===== src/rtl/scd_map.svh =====
// register-free constants for the sdram command and clock-enable decoder
// assumes inclusion from the package and the decoder only
`ifndef SCD_MAP_SVH
`define SCD_MAP_SVH
`define SCD_AP_BIT 10
`define SCD_BANK_BITS 3
`define SCD_ADDR_BITS 16
`define SCD_CLK_NS 10
`define SCD_XSRD_CLOCKS 200
`define SCD_CKE_MIN_CLOCKS 3
`define SCD_BL4 3'h2
`define SCD_EMR1_SEL 3'h1
`define SCD_MR0_SEL 3'h0
`define SCD_ODT_A2 2
`define SCD_ODT_A6 6
`endif


===== src/rtl/scd_pkg.sv =====
// types shared by the command and clock-enable decoder
// assumes scd_map.svh is on the include path
package scd_pkg;
`include "scd_map.svh"
   typedef enum logic [3:0] {
      SCD_CMD_NONE, SCD_CMD_MRS, SCD_CMD_REF, SCD_CMD_SRE, SCD_CMD_SRX,
      SCD_CMD_PRE, SCD_CMD_PREA, SCD_CMD_ACT, SCD_CMD_WR, SCD_CMD_WRA,
      SCD_CMD_RD, SCD_CMD_RDA, SCD_CMD_PDE, SCD_CMD_PDX, SCD_CMD_ILLEGAL
   } scd_cmd_t;
   typedef enum logic [2:0] {
      SCD_ST_IDLE, SCD_ST_ACTIVE, SCD_ST_APD, SCD_ST_PPD, SCD_ST_SREF
   } scd_state_t;
   typedef struct packed {
      logic cs_n;
      logic ras_n;
      logic cas_n;
      logic we_n;
      logic cke;
      logic [`SCD_BANK_BITS-1:0] bank;
      logic [`SCD_ADDR_BITS-1:0] addr;
   } scd_pins_t;
   typedef struct packed {
      scd_cmd_t cmd;
      logic [`SCD_BANK_BITS-1:0] bank;
      logic [`SCD_ADDR_BITS-1:0] addr;
      logic valid;
   } scd_decoded_t;
endpackage


===== src/rtl/scd_decoder.sv =====
// sdram command decoder with clock-enable power states and write byte mask
// assumes pins synchronous to clk; self-refresh exit is taken on the first edge with cke high
// Notes on behaviour
// - commands come from cs, ras, cas and we on one rising edge, with cke from that edge and the one before
// - column access is read or write by we; a10 high adds auto precharge
// - the three bank bits pick the bank of bank-directed commands
// - on mode register set the bank bits pick which mode register loads
// - bursts of length four always complete; controller never cuts them
// - termination input never steers decoding; termination off in self-refresh
// - self-refresh exit is taken on the first clock edge that sees cke high
// - cke falling with nop enters active or precharge power-down; rising exits
// - self-refresh entered by refresh with cke falling, all banks idle
// - write byte stored when its mask is low, kept when high
`timescale 1ns/1ns
`include "scd_map.svh"
module scd_decoder
   import scd_pkg::*;
#(
   parameter int BANKS = 8,
   parameter int BYTES = 2
) (
   input wire logic clk,
   input wire logic resetn,
   input wire scd_pins_t pins,
   input wire logic odt,
   input wire logic [BYTES*8-1:0] wdata,
   input wire logic [BYTES-1:0] wmask,
   input wire logic wdata_valid,
   output scd_decoded_t decoded,
   output scd_state_t power_state,
   output logic [BANKS-1:0] bank_open,
   output logic [BYTES*8-1:0] write_word,
   output logic [BYTES-1:0] write_byte_en,
   output logic write_strobe,
   output logic odt_active,
   output logic read_allowed,
   output logic [`SCD_ADDR_BITS-1:0] emr1,
   output logic [`SCD_ADDR_BITS-1:0] mr0,
   output logic burst_uninterruptible
);
   // the read gate counter is sized to reach the full exit count
   localparam int XSRD_W = $clog2(`SCD_XSRD_CLOCKS + 1);
   typedef struct packed {
      logic cke_prev;
      scd_state_t st;
      scd_decoded_t dec;
      logic [BANKS-1:0] open;
      logic [BYTES*8-1:0] word;
      logic [BYTES-1:0] ben;
      logic wstb;
      logic odt_on;
      logic [XSRD_W-1:0] xsrd_cnt;
      logic rd_ok;
      logic [`SCD_ADDR_BITS-1:0] mr0;
      logic [`SCD_ADDR_BITS-1:0] emr1;
      logic burst4;
   } scd_reg_t;

   // one register image: every state bit moves together on the clock
   scd_reg_t r;
   scd_reg_t next_r;
   scd_cmd_t cmd;
   logic [2:0] strobes;
   logic nop_like;
   logic sref_wake;

   assign strobes = {pins.ras_n, pins.cas_n, pins.we_n};
   // deselect and nop beside a cke fall enter power-down; refresh beside a cke fall enters self-refresh
   assign nop_like = pins.cs_n || (strobes == 3'h7);
   // pins are synchronous, so the wake lands on the first edge that sees cke high;
   // no command has to be registered for it
   // a cke pulse shorter than one clock is missed: the price of a single clock domain
   assign sref_wake = (r.st == SCD_ST_SREF) && pins.cke;

   always_comb begin
      cmd = SCD_CMD_NONE;
      // cs, ras, cas, we and cke are looked at together; odt never enters here
      // cke_prev starts low, so the first edge after reset decodes as a harmless exit
      if (r.cke_prev && pins.cke) begin
         if (pins.cs_n) begin
            cmd = SCD_CMD_NONE;
         end else begin
            unique case (strobes)
               3'h0: cmd = SCD_CMD_MRS;
               3'h1: cmd = SCD_CMD_REF;
               3'h2: cmd = pins.addr[`SCD_AP_BIT] ? SCD_CMD_PREA : SCD_CMD_PRE;
               3'h3: cmd = SCD_CMD_ACT;
               3'h4: cmd = pins.addr[`SCD_AP_BIT] ? SCD_CMD_WRA : SCD_CMD_WR;
               3'h5: cmd = pins.addr[`SCD_AP_BIT] ? SCD_CMD_RDA : SCD_CMD_RD;
               3'h7: cmd = SCD_CMD_NONE;
               default: cmd = SCD_CMD_ILLEGAL;
            endcase
         end
      end else if (r.cke_prev && !pins.cke) begin
         if (nop_like) begin
            cmd = SCD_CMD_PDE;
         end else if (strobes == 3'h1) begin
            cmd = SCD_CMD_SRE;
         end else begin
            cmd = SCD_CMD_ILLEGAL;
         end
      end else if (!r.cke_prev && pins.cke) begin
         cmd = (r.st == SCD_ST_SREF) ? SCD_CMD_SRX : SCD_CMD_PDX;
      end
   end

   always_comb begin
      next_r = r;
      next_r.cke_prev = pins.cke;
      next_r.wstb = 1'b0;
      next_r.dec.cmd = cmd;
      next_r.dec.bank = pins.bank;
      next_r.dec.addr = pins.addr;
      next_r.dec.valid = (cmd != SCD_CMD_NONE);
      unique case (r.st)
         SCD_ST_IDLE, SCD_ST_ACTIVE: begin
            if (cmd == SCD_CMD_PDE) begin
               // open rows choose which power-down flavour
               next_r.st = (|r.open) ? SCD_ST_APD : SCD_ST_PPD;
            end else if (cmd == SCD_CMD_SRE && r.open == '0) begin
               next_r.st = SCD_ST_SREF;
               next_r.odt_on = 1'b0;
               next_r.rd_ok = 1'b0;
            end
         end
         SCD_ST_APD: begin
            if (cmd == SCD_CMD_PDX) begin
               next_r.st = SCD_ST_ACTIVE;
            end
         end
         SCD_ST_PPD: begin
            if (cmd == SCD_CMD_PDX) begin
               next_r.st = SCD_ST_IDLE;
            end
         end
         SCD_ST_SREF: begin
            // mode registers survive self-refresh; only the read gate restarts
            if (sref_wake || cmd == SCD_CMD_SRX) begin
               next_r.st = SCD_ST_IDLE;
               next_r.xsrd_cnt = '0;
            end
         end
         // a corrupted state code falls back to idle with every row closed
         default: begin
            next_r.st = SCD_ST_IDLE;
            next_r.open = '0;
         end
      endcase
      // read gate counts clocks after self-refresh exit
      if (r.st != SCD_ST_SREF && !r.rd_ok) begin
         if (r.xsrd_cnt == XSRD_W'(`SCD_XSRD_CLOCKS - 1)) begin
            next_r.rd_ok = 1'b1;
         end else begin
            next_r.xsrd_cnt = r.xsrd_cnt + XSRD_W'(1);
         end
      end
      unique case (cmd)
         SCD_CMD_ACT: next_r.open[pins.bank] = 1'b1;
         SCD_CMD_PRE, SCD_CMD_WRA, SCD_CMD_RDA: next_r.open[pins.bank] = 1'b0;
         SCD_CMD_PREA: next_r.open = '0;
         SCD_CMD_MRS: begin
            // bank bits select the target register
            if (pins.bank == `SCD_MR0_SEL) begin
               next_r.mr0 = pins.addr;
               // length four bursts run to the end once this is set
               next_r.burst4 = (pins.addr[2:0] == `SCD_BL4);
            end else if (pins.bank == `SCD_EMR1_SEL) begin
               next_r.emr1 = pins.addr;
            end
         end
         default: begin
         end
      endcase
      if (next_r.st == SCD_ST_ACTIVE && next_r.open == '0) begin
         next_r.st = SCD_ST_IDLE;
      end else if (next_r.st == SCD_ST_IDLE && next_r.open != '0) begin
         next_r.st = SCD_ST_ACTIVE;
      end
      // termination follows its pin only when enabled and never in self-refresh
      next_r.odt_on = odt && (next_r.st != SCD_ST_SREF)
         && (next_r.emr1[`SCD_ODT_A2] || next_r.emr1[`SCD_ODT_A6]);
      // mask sampled with its data; a high mask keeps the stored byte
      if (wdata_valid) begin
         next_r.word = wdata;
         next_r.ben = ~wmask;
         next_r.wstb = 1'b1;
      end
   end

   always_ff @(posedge clk or negedge resetn) begin
      if (!resetn) begin
         r <= '0;
         r.st <= SCD_ST_IDLE;
         r.rd_ok <= 1'b1;
      end else begin
         r <= next_r;
      end
   end

   assign decoded = r.dec;
   assign power_state = r.st;
   assign bank_open = r.open;
   assign write_word = r.word;
   assign write_byte_en = r.ben;
   assign write_strobe = r.wstb;
   assign odt_active = r.odt_on;
   assign read_allowed = r.rd_ok;
   assign mr0 = r.mr0;
   assign emr1 = r.emr1;
   // registered so the flag leaves a flip-flop like every other output
   assign burst_uninterruptible = r.burst4;
endmodule


===== config.mk =====
export PLATFORM = sky130hd
export DESIGN_NAME = scd_decoder
export DESIGN_NICKNAME = d
export VERILOG_FILES = /design/src/rtl/scd_pkg.sv /design/src/rtl/scd_decoder.sv
export VERILOG_INCLUDE_DIRS = /design/src /design/src/rtl
export SDC_FILE = /design/constraint.sdc
export NUM_CORES = 1
export LEC_CHECK = 0
export ABC_AREA = 0
export BUFFER_PORTS_ARGS = -buffer_cell sky130_fd_sc_hd__clkbuf_2
export CAP_MARGIN = 30
export CORE_UTILIZATION = 35
export CTS_BUF_LIST = sky130_fd_sc_hd__clkbuf_2
export CTS_CLUSTER_DIAMETER = 100
export CTS_CLUSTER_SIZE = 16
export DETAILED_ROUTE_END_ITERATION = 6
export SLEW_MARGIN = 20
export SYNTH_ARGS = -nofsm -noshare
export SYNTH_HDL_FRONTEND = slang
export SYNTH_SLANG_ARGS = --single-unit

===== constraint.sdc =====
create_clock -name clk -period 3.65 [get_ports clk]
set_input_delay 0.5475 -clock clk [delete_from_list [all_inputs] [get_ports clk]]
set_output_delay 0.5475 -clock clk [all_outputs]
set_load 0.02 [all_outputs]

; ---- After elaboration in Yosys (flattened, before gate mapping)
; Index checks and enable logic that the tools add are counted.
[totals]
ff_bits = 98
input_bits = 46
out_inout_bits = 89
elab_cells = 119
[op_classes]
n_addsub = 1
order_cmp = 2
n_eq_ne = 26
n_mux = 37
n_bitwise = 5
n_reduce_logical = 31
[op_table]
columns = op, n
row1 = two-way mux 8 bit, 5
row2 = two-way mux 4 bit, 7
row3 = one-hot mux 4 bit (7 select lines), 1
row4 = one-hot mux 8 bit (3 select lines), 1
row5 = two-way mux 3 bit, 7
row6 = "equality test 4 x 3 -> 1 bit, second input constant", 4
row7 = "equality test 4 bit, second input constant", 4
row8 = zero test 8 bit, 2
row9 = "equality test 3 x 2 -> 1 bit, second input constant", 5
row10 = two-way mux 7 bit, 2
row11 = "equality test 3 x 1 -> 1 bit, second input constant", 4
row12 = "equality test 3 bit, second input constant", 4
row13 = zero test 3 bit, 4
row14 = one-hot mux 3 bit (4 select lines), 1
row15 = logical AND 1 bit, 11
row16 = two-way mux 1 bit, 10
row17 = two-way mux 9 bit, 1
row18 = "adder 8 x 1 -> 8 bit, second input constant", 1
row19 = bitwise AND 8 bit, 1
row20 = "equality test 8 bit, second input constant", 1
row21 = inverter 8 bit, 1
row22 = OR 8 bit, 1
row23 = nonzero test 8 bit, 1
row24 = OR reduction 8 bit, 1
row25 = 17 further kinds, 22

; ---- Longest topological paths before layout
[logic_depth]
word_depth = 17
ltp_mapped = 10

; ---- Worst setup path after synthesis
; Ideal clock, no wire load.
[synth_path]
path_kind = input port to flip-flop
from = input pins[22] (netlist name)
to = register r, in the netlist power_state[0]
arrival_ns = 2.493
required_time_ns = 3.514
path_slack_ns = 1.021
stages = 8
path_buffers = 0
cell_sequence = or4b_4 > a41oi_4 > inv_4 > o41ai_4 > a21oi_2 > a221o_1 > nor4_1 > a31oi_1
[synth_lines]
columns = element, line_no
row1 = "start, declared", scd_decoder.sv:24  ; input wire scd_pins_t pins,
row2 = "end signal, assigned", scd_decoder.sv:196  ; r <= next_r;
row3 = "end, declared", scd_decoder.sv:60  ; scd_reg_t r;

==> run summary <==
vias per inst - 4.80
Synth-to-Final Area Change - 8.94%
leakage - 2.54 nW
clk slew on worst S/H paths - 0.24 ns
die span in x - 117 µm
area occupied by registers - 0.00245 mm²
WP data arrival - 3.42 ns
Critical Path Fanout Max - 9
VDD IR-drop max - 157 µV
RSZ-0062 raised after global routing - false
Die H - 117 µm
CP cell instances - nor3b_4 > o32a_1 > o21a_4 > inv_2 > o41ai_4 > a21oi_2 > a221o_1 > nor4_1 > a31oi_1
TNS Setup - 0 ns
Power, Total - 0.00277 W
Core Region - 0.0128 mm²
CTS buffer count - 9
Max Clock Freq - 339 MHz
vias in the first global route - 2,933
Filler cells - 1,266
CTS tree - done
power per cell area - 545 mW/mm²
Worst Skew - 0.0240 ns
detailed-route wire length - 9.54 mm
first-pass GRT wire length - 15.3 mm
first-pass detailed-route iteration total - 4
Initial Utilization - 0.363
PortBufs - 134
Critical Path Max Stage Delay - 0.54 ns
# setup viols final - 0
Mapped Cells - 391
die area - 0.0138 mm²
multi-input logic area - 0.00148 mm²
GP Congestion - 0.834
Antenna Cells - 0
Max-Cap Viols - 0
io pins - 135
ys flop type - dfrtp_1
critical path required time - 4.12 ns
postcts setup bufs - 0
Worst Setup Path Type - flip-flop to flip-flop
grt ovf - 0
clock latency on the worst-skew pair - 0.57 ns
gr usage total - 0.142
Async SR Flop Fraction - 1.00
most frequent cells in the layout - clkbuf_2, dfrtp_1, mux2_2
post-synthesis register bit count - 98
Longest Clk Path Bufs - 2
Antenna Violating Nets Remaining - 0
distinct cell type count of the synthesized netlist - 55
Worst setup SP type - flip-flop
mapped cell area - 0.00466 mm²
final slew viol count - 0
crit path time final - 2.95 ns
Root Buffer - clkbuf_2
Wirelength per Cell - 15.2 µm
Residual DRC - 0
crit end category - flip-flop
CTS Hold Bufs - 1
slew margin rel. - 0.433
leading cell type in the layout, fill and taps excluded - clkbuf_2
Post-synth EDFFs - 0
largest net degree at the start of global routing - 70
syn_nets - 438
sequential share of the synthesized area - 0.526
Nets - 497
cts repair resizes - 0
initial antenna violation count - 0
Slew @ Worst Pin - 0.850 ns
worst min-delay path class - input pin to asynchronous set/reset pin
mean area per synthesized cell - 11.9 µm²
row count - 41
final hold vios - 0
Post-DP HPWL - 6.98 mm
warnings from Yosys - 0
H-tree Lvls - 3
iteration-0 DRC count of the detailed router - 177
period utilization - 0.809
outcome - complete, no violations
Vias - 3,007
# clock sinks - 98
Slowest-stage cell, CP - dfrtp_1
share of cells above drive strength 1 - 0.431
==> sequential cells by signal (all words and copies together) (netlist names) <==
register and flops:
read_allowed 1, r 9, emr1 16, burst_uninterruptible 1, write_strobe 1, write_word 16
write_byte_en 2, decoded 24, odt_active 1, bank_open 8, mr0 16, power_state 3
==> kinds of logic (layout without fill, tap and decap cells) <==
logic type | Yosys count | in the layout | share of synthesized area
flip-flops | 98 | 98 | 0.526
multiplexers | 51 | 51 | 0.122
adder cells (fa/ha/maj) | 1 | 1 | 0.00268
XOR/XNOR | 1 | 1 | 0.00188
AO/OA/AOI/OAI | 45 | 45 | 0.0803
AND/OR/NAND/NOR | 89 | 89 | 0.110
buffers and inverters | 106 | 170 | 0.157
==> critical path, delay by kind of cell (launching register included) <==
kind | cells | cell delay [ns]
simple gates | 2 | 0.80
flops | 1 | 0.54
compound gates | 6 | 1.41
buf+inv | 1 | 0.10
==> per-layer routing <==
metal,part of all wire,global-route usage,vias to the layer above
met1,0.45,0.177,1478
met5,0,0,-
met4,0.017,0.0649,0
met2,0.47,0.234,115
li1,-,-,1402
met3,0.059,0.0331,12
==> per-stage QoR <==
step	setup WS (ns)	cell area [µm²]	cells	hold slack, ns	utilization
floorplan	1.02	4660	391	0.252	-
global placement	0.631	4890	606	0.474	0.381
detailed placement	0.598	4890	606	0.481	0.381
CTS	0.724	5040	623	0.00323	0.393
global route	0.449	5080	627	0.00435	0.396
finish	0.697	5080	627	0.0389	0.396
==> synth_stat cells (2+ instances only) <==
master | n | area share
mux2_2 | 30 | 0.072
nor2_1 | 13 | 0.010
mux2i_1 | 3 | 0.0064
a21oi_1 | 6 | 0.0064
dfrtp_1 | 97 | 0.52
a211o_1 | 3 | 0.0056
buf_4 | 85 | 0.14
nor2b_1 | 3 | 0.0040
nor4_1 | 7 | 0.0094
inv_1 | 10 | 0.0081
mux2_1 | 18 | 0.043
nand3_1 | 8 | 0.0086
o31ai_1 | 3 | 0.0048
o21ai_0 | 12 | 0.013
or3b_1 | 2 | 0.0038
and2_1 | 6 | 0.0081
nor3b_1 | 2 | 0.0032
buf_2 | 3 | 0.0032
and3_1 | 3 | 0.0040
clkbuf_1 | 4 | 0.0032
nand3b_1 | 2 | 0.0032
a221o_1 | 7 | 0.015
nand2_1 | 18 | 0.014
nor4b_1 | 2 | 0.0038
nand4_1 | 6 | 0.0081
nand2b_1 | 4 | 0.0054
nor3_1 | 6 | 0.0064
==> power breakdown <==
part           switching (W)  internal [W]
Clock               0.000359      0.000232
Combinational       0.000473      0.000292
Sequential          0.000138       0.00127
Total               0.000969       0.00180
==> final cells by class <==
type,count,share of cell area
clock buffer,10,0.00986
multi-input combinational,187,0.291
timing repair buffer,142,0.147
sequential,98,0.483
clock inverter,6,0.0175
inverter,12,0.00936
tap,172,0.0424
==> worst paths after layout <==
path                                startpoint        endpoint  slack [ns]  depth (start not counted)
worst min-delay path                    resetn  write_word[12]        0.04                          1
worst min register to register           r[41]           r[41]        0.52                          1
max in group asynchronous               resetn          mr0[4]        2.84                          2
min in group clk                      pins[14]     decoded[15]        0.08                          1
worst max register to register  power_state[1]  power_state[0]        0.70                          9
worst max-delay path            power_state[1]  power_state[0]        0.70                          9
Note: power is estimated with default switching activity, not from simulation.
